<file path="src/alm_defines.svh">
// Register offsets, field positions, reset values and timing counts.
`ifndef ALM_DEFINES_SVH
`define ALM_DEFINES_SVH
`define ALM_PTR_RESULT 3'h0
`define ALM_PTR_STATUS 3'h1
`define ALM_PTR_CONFIG 3'h2
`define ALM_PTR_LOWER 3'h3
`define ALM_PTR_UPPER 3'h4
`define ALM_CFG_CYC_HI 7
`define ALM_CFG_CYC_LO 5
`define ALM_CFG_HOLD 4
`define ALM_CFG_SUMEN 3
`define ALM_CFG_PINEN 2
`define ALM_CFG_RSVD 1
`define ALM_CFG_POL 0
`define ALM_LIM_HI 11
`define ALM_LIM_LO 2
`define ALM_STS_OVER 1
`define ALM_STS_UNDER 0
`define ALM_RES_SUM 15
`define ALM_RST_CONFIG 8'h00
`define ALM_RST_LOWER 16'h0000
`define ALM_RST_UPPER 16'h0FFF
`define ALM_RST_PTR 3'h0
`define ALM_CYC_SHIFT_BASE 5'h04
`define ALM_T_CONV_NS 1000
`define ALM_CLK_NS 25
`define ALM_CONV_CYC ((`ALM_T_CONV_NS + `ALM_CLK_NS - 1) / `ALM_CLK_NS)
`endif

</file>
<file path="src/alm_pkg.sv">
// Types shared by the limit monitor register block.
package alm_pkg;
	typedef logic [2:0] alm_ptr_t;
	typedef logic [15:0] alm_word_t;
	typedef logic [9:0] alm_sample_t;
	typedef logic [7:0] alm_cfg_t;
endpackage

</file>
<file path="src/alm_limit_monitor.sv">
// Configuration, threshold and limit-check logic of the converter monitor.
//
// Contract
// RQ1: Interval code zero disables auto conversion; resets zero.
// RQ2: Non-zero interval code starts automatic conversions.
// RQ3: Interval is conversion time times 32..2048.
// RQ4: Without hold, flags self-clear past the margin.
// RQ5: With hold, flags stay until written one.
// RQ6: Summary enable gates result bit 15.
// RQ7: Pin enable low floats interrupt output.
// RQ8: Polarity bit picks interrupt active level.
// RQ9: Reserved bits read zero; controller writes zeros.
// RQ10: Result below lower threshold sets under flag.
// RQ11: Result above upper threshold sets over flag.
// RQ12: Pointers 2,3,4 select config, lower, upper.
// RQ13: Reset values: upper 0FFFh, lower 0, config 0.
// RQ14: Violations set status flags; writing one clears.
// RQ15: First write byte loads pointer, low three bits.
// RQ16: Interrupt asserts when enabled and flag set.
// RQ17: Compare once per completed conversion result.
`timescale 1ns/1ps
`include "alm_defines.svh"

module alm_limit_monitor #(
	parameter int CONV_CYCLES = `ALM_CONV_CYC // Cycles per conversion.
) (
	input wire logic clk_sys, // System clock, 40 MHz.
	input wire logic rst, // Asynchronous reset, active high.
	input wire logic ptr_wr, // Pulse: pointer byte from the bus engine.
	input wire logic [7:0] ptr_byte, // First data byte of a bus write.
	input wire logic reg_wr, // Pulse: write to the selected register.
	input wire alm_pkg::alm_word_t reg_wdata, // Data for the register write.
	output alm_pkg::alm_word_t reg_rdata, // Selected register contents.
	input wire logic conv_done, // Pulse: a conversion has completed.
	input wire alm_pkg::alm_sample_t conv_data, // Result of that conversion.
	input wire alm_pkg::alm_sample_t threshold_margin, // Hysteresis value.
	output logic conv_start, // Pulse: start an automatic conversion.
	output logic alert_out, // Interrupt pin level when driven.
	output logic alert_oe_n // Low while the interrupt pin is driven.
);
	import alm_pkg::*;

	alm_ptr_t ptr_r; // Register pointer.
	alm_cfg_t cfg_r; // Configuration register.
	alm_sample_t lower_r; // Lower threshold field.
	alm_sample_t upper_r; // Upper threshold field.
	alm_sample_t result_r; // Latest conversion result.
	logic over_r; // Over-range violation flag.
	logic under_r; // Under-range violation flag.
	logic [23:0] cnt_r; // Interval down-counter.
	logic [23:0] cnt_nxt; // Next interval count.
	logic start_nxt; // Next start pulse.
	alm_word_t rdata_nxt; // Next read data.

	// Register selects decoded from the pointer.
	wire sel_sts = (ptr_r == `ALM_PTR_STATUS);
	wire sel_cfg = (ptr_r == `ALM_PTR_CONFIG); // RQ12
	wire sel_low = (ptr_r == `ALM_PTR_LOWER);
	wire sel_upp = (ptr_r == `ALM_PTR_UPPER);
	wire wr_sts = reg_wr & sel_sts;
	wire wr_cfg = reg_wr & sel_cfg;
	wire wr_low = reg_wr & sel_low;
	wire wr_upp = reg_wr & sel_upp;

	// Configuration fields.
	wire [2:0] cyc = cfg_r[`ALM_CFG_CYC_HI:`ALM_CFG_CYC_LO];
	wire auto_en = (cyc != 3'h0); // RQ1
	wire hold = cfg_r[`ALM_CFG_HOLD];
	wire sum_en = cfg_r[`ALM_CFG_SUMEN];
	wire pin_en = cfg_r[`ALM_CFG_PINEN];
	wire pol = cfg_r[`ALM_CFG_POL];

	// Interval is the conversion time shifted left by code plus four.
	wire [4:0] cyc_sh = {2'h0, cyc} + `ALM_CYC_SHIFT_BASE; // RQ3
	wire [23:0] conv24 = 24'(CONV_CYCLES);
	wire [23:0] interval = conv24 << cyc_sh; // RQ3

	// Limit comparisons on the new sample, with an 11-bit margin sum.
	wire over_hit = conv_data > upper_r; // RQ11
	wire under_hit = conv_data < lower_r; // RQ10
	wire [10:0] data_pm = {1'b0, conv_data} + {1'b0, threshold_margin};
	wire [10:0] low_pm = {1'b0, lower_r} + {1'b0, threshold_margin};
	wire over_back = data_pm < {1'b0, upper_r}; // RQ4
	wire under_back = {1'b0, conv_data} > low_pm; // RQ4

	// Flag updates: a violation beats any clear in the same cycle.
	wire over_clr = (wr_sts & reg_wdata[`ALM_STS_OVER]) |
		(conv_done & ~hold & over_back); // RQ14
	wire under_clr = (wr_sts & reg_wdata[`ALM_STS_UNDER]) |
		(conv_done & ~hold & under_back); // RQ14
	wire over_set = conv_done & over_hit; // RQ17
	wire under_set = conv_done & under_hit; // RQ17
	wire over_nxt = over_set | (over_r & ~over_clr); // RQ5
	wire under_nxt = under_set | (under_r & ~under_clr); // RQ5

	// Summary bit and interrupt level.
	wire any_flag = over_r | under_r;
	wire sum_bit = sum_en & any_flag; // RQ6
	wire alert_nxt = pol ? any_flag : ~any_flag; // RQ8 RQ16

	// Interval timer: fires at once when enabled, then every interval.
	always_comb begin
		cnt_nxt = cnt_r;
		start_nxt = 1'b0;
		if (!auto_en) begin
			cnt_nxt = 24'h000000; // RQ1
		end else if (cnt_r == 24'h000000) begin
			start_nxt = 1'b1; // RQ2
			cnt_nxt = interval - 24'h000001; // RQ3
		end else begin
			cnt_nxt = cnt_r - 24'h000001;
		end
	end

	// Read multiplexer; reserved bits are zero.
	always_comb begin
		case (ptr_r)
			`ALM_PTR_RESULT: rdata_nxt = {sum_bit, 3'h0, result_r, 2'h0};
			`ALM_PTR_STATUS: rdata_nxt = {14'h0000, over_r, under_r};
			`ALM_PTR_CONFIG: rdata_nxt = {8'h00, cfg_r}; // RQ9
			`ALM_PTR_LOWER: rdata_nxt = {4'h0, lower_r, 2'h0}; // RQ9
			`ALM_PTR_UPPER: rdata_nxt = {4'h0, upper_r, 2'h0}; // RQ9
			default: rdata_nxt = 16'h0000;
		endcase
	end

	// Pointer register loads the low three bits of the first byte.
	always_ff @(posedge clk_sys or posedge rst) begin
		if (rst) begin
			ptr_r <= `ALM_RST_PTR;
		end else if (ptr_wr) begin
			ptr_r <= ptr_byte[2:0]; // RQ15
		end
	end

	// Configuration register; the reserved bit is held at zero.
	always_ff @(posedge clk_sys or posedge rst) begin
		if (rst) begin
			cfg_r <= `ALM_RST_CONFIG; // RQ13
		end else if (wr_cfg) begin
			cfg_r <= reg_wdata[7:0] & ~(8'h01 << `ALM_CFG_RSVD); // RQ9
		end
	end

	// Threshold registers keep only their ten-bit fields.
	always_ff @(posedge clk_sys or posedge rst) begin
		if (rst) begin
			lower_r <= 10'(`ALM_RST_LOWER >> `ALM_LIM_LO); // RQ13
			upper_r <= 10'(`ALM_RST_UPPER >> `ALM_LIM_LO); // RQ13
		end else begin
			if (wr_low) begin
				lower_r <= reg_wdata[`ALM_LIM_HI:`ALM_LIM_LO];
			end
			if (wr_upp) begin
				upper_r <= reg_wdata[`ALM_LIM_HI:`ALM_LIM_LO];
			end
		end
	end

	// Result capture, flags and timer.
	always_ff @(posedge clk_sys or posedge rst) begin
		if (rst) begin
			result_r <= 10'h000;
			over_r <= 1'b0;
			under_r <= 1'b0;
			cnt_r <= 24'h000000;
		end else begin
			if (conv_done) begin
				result_r <= conv_data;
			end
			over_r <= over_nxt; // RQ11 RQ4 RQ5
			under_r <= under_nxt; // RQ10 RQ4 RQ5
			cnt_r <= cnt_nxt;
		end
	end

	// Output flip-flops; reset loads the pin level low with enable high.
	always_ff @(posedge clk_sys or posedge rst) begin
		if (rst) begin
			reg_rdata <= 16'h0000;
			conv_start <= 1'b0;
			alert_out <= 1'b0;
			alert_oe_n <= 1'b1;
		end else begin
			reg_rdata <= rdata_nxt;
			conv_start <= start_nxt;
			alert_out <= alert_nxt; // RQ8
			alert_oe_n <= ~pin_en; // RQ7
		end
	end

	// Helper: cycles since last start, and whether the period is settled.
	logic [23:0] gap_r; // Cycles since the previous start pulse.
	logic seen_r; // A start has occurred since the last config write.
	always_ff @(posedge clk_sys or posedge rst) begin
		if (rst) begin
			gap_r <= 24'h000000;
			seen_r <= 1'b0;
		end else begin
			gap_r <= conv_start ? 24'h000001 : gap_r + 24'h000001;
			seen_r <= wr_cfg ? 1'b0 : (seen_r | conv_start);
		end
	end
endmodule

</file>
<file path="config.mk">
export PLATFORM = sky130hd
export DESIGN_NAME = alm_limit_monitor
export DESIGN_NICKNAME = d
export VERILOG_FILES = /design/src/alm_pkg.sv /design/src/alm_limit_monitor.sv
export VERILOG_INCLUDE_DIRS = /design/src
export SDC_FILE = /design/constraint.sdc
export NUM_CORES = 1
export LEC_CHECK = 0
export ABC_AREA = 1
export BUFFER_PORTS_ARGS = -buffer_cell sky130_fd_sc_hd__buf_2
export CORE_UTILIZATION = 50
export CTS_BUF_LIST = sky130_fd_sc_hd__clkbuf_2
export DETAILED_ROUTE_END_ITERATION = 8
export GPL_ROUTABILITY_DRIVEN = 0
export PLACE_DENSITY = 0.74
export SLEW_MARGIN = 15
export SYNTH_ARGS = -nofsm -noshare
export SYNTH_HDL_FRONTEND = slang
export SYNTH_SLANG_ARGS = --single-unit
</file>
<file path="constraint.sdc">
create_clock -name clk_sys -period 4.1 [get_ports clk_sys]
set_input_delay 0.615 -clock clk_sys [delete_from_list [all_inputs] [get_ports clk_sys]]
set_output_delay 0.615 -clock clk_sys [all_outputs]
set_load 0.01 [all_outputs]
</file>
Word-level counts from Yosys, hierarchy flattened:

Cells that the tools add are included.

* add/sub/neg operators: 5
* magnitude comparators: 4
* equal/unequal tests: 4
* shifts and indexed selects: 1
* multiplexer cells: 6
* bitwise operators: 24
* reductions and logical operators: 3

Operator list (number)
* $pmux 16 s5: 1
* $mux 24: 2
* $sub 24x1->24 const B: 2
* $logic_not 24->1: 1
* $shl 6x4->24 const A: 1
* $add 10x10->11: 2
* $and 1x1->1: 14
* $gt 10x11->1: 1
* $lt 11x10->1: 1
* $gt 10x10->1: 1
* $lt 10x10->1: 1
* $eq 3x2->1 const B: 2
* $not 1->1: 5
* $or 1x1->1: 5
* $add 3x3->4 const B: 1
* $eq 3x1->1 const B: 1
* $eq 3x3->1 const B: 1
* $logic_not 3->1: 1
* $mux 1: 3
* $reduce_bool 3->1: 1

* flip-flop bits (word level): 85
* bits of input ports: 49
* output and inout port bits: 19
* word-level logic and storage cells: 59

Logic depth before layout (Yosys ltp):

* depth after elaboration: 7
* gate-level depth with buffers: 17
* mapped depth without buffers: 17

Least setup slack after synthesis:

No wires, ideal clock.

* path type: input to register
* from: input port threshold_margin[0]
* to: register under_r
* library setup time: 0.118 ns
* data arrival time: 2.733 ns
* required time: 3.982 ns
* path slack: 1.250 ns
* stages on the path: 16
* path buffers: 0
* cells stage by stage: ha_1 fa_1 nand2_1 nand2_1 a21oi_1 o21ai_0 nand3_1 nand2_1 xnor2_1 ha_1 and3_1 nand4_1 o211a_1 o211ai_1 nand3_1 nand2_1

* longest elaborated chain between the ends: 7

RTL lines
* from (decl): line alm_limit_monitor.sv:36 `input wire alm_pkg::alm_sample_t threshold_margin,`
* $add 10x10->11: line alm_limit_monitor.sv:82 `wire [10:0] low_pm = {1'b0, lower_r} + {1'b0, threshold_margin};`
* $gt 10x11->1: line alm_limit_monitor.sv:84 `wire under_back = {1'b0, conv_data} > low_pm;`
* $and 1x1->1: line alm_limit_monitor.sv:90 `(conv_done & ~hold & under_back);`
* $or 1x1->1: line alm_limit_monitor.sv:89 `` wire under_clr = (wr_sts & reg_wdata[`ALM_STS_UNDER]) | ``
* $not 1->1: line alm_limit_monitor.sv:94 `wire under_nxt = under_set | (under_r & ~under_clr);`
* $and 1x1->1: line alm_limit_monitor.sv:94
* $or 1x1->1: line alm_limit_monitor.sv:94
* named net under_nxt: line alm_limit_monitor.sv:94
* to (signal assigned): line alm_limit_monitor.sv:172 `under_r <= under_nxt;`
* to (decl): line alm_limit_monitor.sv:49 `logic under_r;`

The timed path passes the listed nets, and every way through them passes these cells.
A chain may end at the register's enable or synchronous reset.

Worst setup path in the final report:

* from: register lower_r[0]
* to: register under_r

* longest elaborated chain between the ends: 7
* elaborated cells on any way between the ends: 9
* those cells by class: 1 x add/sub; 2 x order compare; 6 x bitwise

RTL lines
* from (decl): line alm_limit_monitor.sv:45 `alm_sample_t lower_r;`
* from (signal assigned): line alm_limit_monitor.sv:148 `` lower_r <= 10'(`ALM_RST_LOWER >> `ALM_LIM_LO); ``
* from (signal assigned): line alm_limit_monitor.sv:152 `` lower_r <= reg_wdata[`ALM_LIM_HI:`ALM_LIM_LO]; ``
* $add 10x10->11: line alm_limit_monitor.sv:82
* $gt 10x11->1: line alm_limit_monitor.sv:84
* $and 1x1->1: line alm_limit_monitor.sv:90
* $or 1x1->1: line alm_limit_monitor.sv:89
* $not 1->1: line alm_limit_monitor.sv:94
* $and 1x1->1: line alm_limit_monitor.sv:94
* $or 1x1->1 (*): line alm_limit_monitor.sv:94
* named net under_nxt: line alm_limit_monitor.sv:94

The timed path passes the listed nets; every way through them passes the cells marked *.

==> impl_metrics.json <==
{
  "required_ps": 4630,
  "ys_async_sr_fraction_pct": 100.0,
  "cts_tree": "built",
  "hold_class": "in2async",
  "register_area_mm2": 0.002066,
  "finalWorstSetupSlack_ps": 913.2,
  "nFillCells": 1025,
  "setup.worst_path.start": "lower_r[0]$_DFFE_PP0P_",
  "relSlewSlack_pct": 39.70,
  "p_per_area_mw_per_mm2": 629.7,
  "instances_no_fill": 924,
  "multi_input_area_mm2": 0.003192,
  "antenna_found_initial": 0,
  "layout.cells.most_common": "nand2_1",
  "hold_slack_ps": 182.6,
  "ctsHtreeMaxLevel": 3,
  "r2r-start": "lower_r[0]$_DFFE_PP0P_",
  "r2r_end": "under_r$_DFF_PP0_",
  "first_iter_violations": 276,
  "worstMarginPinSlew_ps": 903.4,
  "synthCells": 725,
  "post-route-drc-count": 0,
  "dp_slack_ps": 687.5,
  "ys_warn_count": 0,
  "critPathMaxFanout": 4,
  "first_pass_iters": 6,
  "cp-start-kind": "flop",
  "status": "finished clean",
  "die-area_mm2": 0.01182,
  "grt_start_max_net_pins": 54,
  "area_growth_pct": 8.833,
  "totalWireLength_mm": 13.66,
  "cts_resized": 0,
  "cts.sinks": 82,
  "hold_violations": 0,
  "num_io_pins": 68,
  "hpwl_mm": 10.90,
  "clock_latency_ps": 570,
  "vias": 5012,
  "maxCapViolCount": 0,
  "cts_hold_buf": 0,
  "finalSetupTns_ps": 0,
  "p_leak_nw": 3.241,
  "core_area_mm2": 0.01098,
  "die_h_um": 108.7,
  "wl_per_cell_um": 14.79,
  "synth.distinct_cells": 46,
  "overflow": 0,
  "post-route-util_pct": 56.43,
  "fmax_mhz": 313.8,
  "end_kind": "flop",
  "synth-seq-area-share_pct": 36.28,
  "io_buffers": 55,
  "maxSlewViolCount": 0,
  "ff2ff_setup_slack_ps": 910,
  "avgSynthCellArea_um2": 7.854,
  "clockRootBuffer": "clkbuf_2",
  "crit_type": "reg2reg",
  "final_cell_mix": "150 x nand2_1, 88 x inv_1, 82 x nor2_1",
  "period_needed_ps": 3187,
  "cts_made_buffers": 9,
  "die_w_um": 108.7,
  "dp.cells": 908,
  "fin_crit_sh_pct": 77.73,
  "start_util_pct": 51.85,
  "grt_pass1_vias": 4866,
  "ant_nets": 0,
  "cts.path.max_buffers": 2,
  "netlist_area_mm2": 0.005694,
  "clk_pin_slew_ps": 220,
  "drive_above_1_share_pct": 15.18,
  "setup_viol_count_final": 0,
  "synth_edf_count": 0,
  "synth_seq_cells": 82,
  "finClkSkew_ps": 25.80,
  "fin_nets": 889,
  "via_per_inst": 5.424,
  "postCtsSetupBuffers": 0,
  "yosys_most_used_dff": "dfrtp_1",
  "rows": 38,
  "rsz0062_at_grt": "false",
  "r2r_cells": 16,
  "grt_first_pass_wirelength_mm": 22.76,
  "track_usage_pct": 25.26,
  "worstPathArrival_ps": 3710,
  "irDropWorstVdd_mv": 0.3611,
  "antenna_cells": 0
}
==> worst max-delay path by stage <==
| stage | end | slack (ps) | cells past startpoint |
|---|---|---|---|
| floorplan | under_r$_DFF_PP0_ | 1250 | 16 |
| global placement | under_r$_DFF_PP0_ | 810 | 17 |
| detailed placement | under_r$_DFF_PP0_ | 690 | 17 |
| CTS | under_r$_DFF_PP0_ | 930 | 16 |
| global route | under_r$_DFF_PP0_ | 700 | 16 |
| finish | under_r$_DFF_PP0_ | 910 | 16 |
==> power breakdown <==
group	switching (mW)	internal, mW
combinational	1.43	0.748
sequential	0.188	1.05
clock	0.285	0.204
==> area by class of cell <==
class                      count  share of cell area (%)
timing repair buffer          56                   4.563
clock buffer                  11                  0.8884
sequential                    82                   33.33
inverter                      92                   5.613
clock inverter                 5                   1.272
multi-input combinational    538                   51.50
tap                          140                   2.827
==> stage by stage <==
step                      instance area (um^2)  power, mW
after floorplan                           5702      2.975
after global placement                    6063      3.300
after detailed placement                  6063      3.399
after CTS                                 6197      3.898
after global routing                      6197      4.263
final                                     6197      3.902
==> registers in the layout, indices dropped and copies added, names as in the netlist, 3 cells and up <==
| signal | count |
|---|---|
| cfg_r | 7 |
| cnt_r | 24 |
| lower_r | 10 |
| ptr_r | 3 |
| reg_rdata | 13 |
| result_r | 10 |
| upper_r | 10 |
==> cell usage after synthesis, drive strengths merged, types with 2 or more instances <==
library cell,number,area share (%)
a21oi,55,4.8
buf,7,1.2
clkbuf,8,0.53
dfrtp,71,31
dfstp,11,5.1
fa,2,0.70
ha,59,13
inv,91,6.0
nand2,160,11
nand3,32,3.3
nand4,14,2.4
nor2,94,7.4
nor3,7,0.62
nor4,2,0.22
o2111ai,2,0.31
o211ai,3,0.40
o21ai,64,5.6
o21bai,3,0.40
o221ai,4,0.62
o22ai,5,0.55
xnor2,7,1.1
xor2,10,1.5
==> cell families (layout without fill, tap and decap cells) <==
kind of cell	count (synthesis)	after routing	synth area share [%]
AO/OA/AOI/OAI	143	143	13.80
XOR/XNOR	17	17	2.615
adder cells (fa/ha/maj)	61	61	13.67
buffers and inverters	107	164	7.800
flip-flops	82	82	36.28
multiplexers	1	1	0.1977
other	1	3	0.06586
AND/OR/NAND/NOR	313	313	25.58
==> metal layers <==
layer	vias to the layer above	global-route usage, %	part of all wire, %
li1	2503	-	-
met1	2320	32.43	46
met2	152	41.05	46
met3	37	5.798	6.0
met4	0	10.33	2.5
met5	-	0	0
==> worst max-delay path, stage by stage, from the launching register on <==
cell	delay, ps
dfrtp_1	480
ha_1	280
fa_1	430
nand2_1	80
nand2_1	50
a21oi_1	180
o21ai_0	210
nand3_1	150
nand2_1	80
xnor2_1	150
ha_1	300
and3_1	200
nand4_1	120
o211a_1	160
o211ai_1	120
nand3_1	110
nand2_1	70
Note: power is estimated with default switching activity, not from simulation.
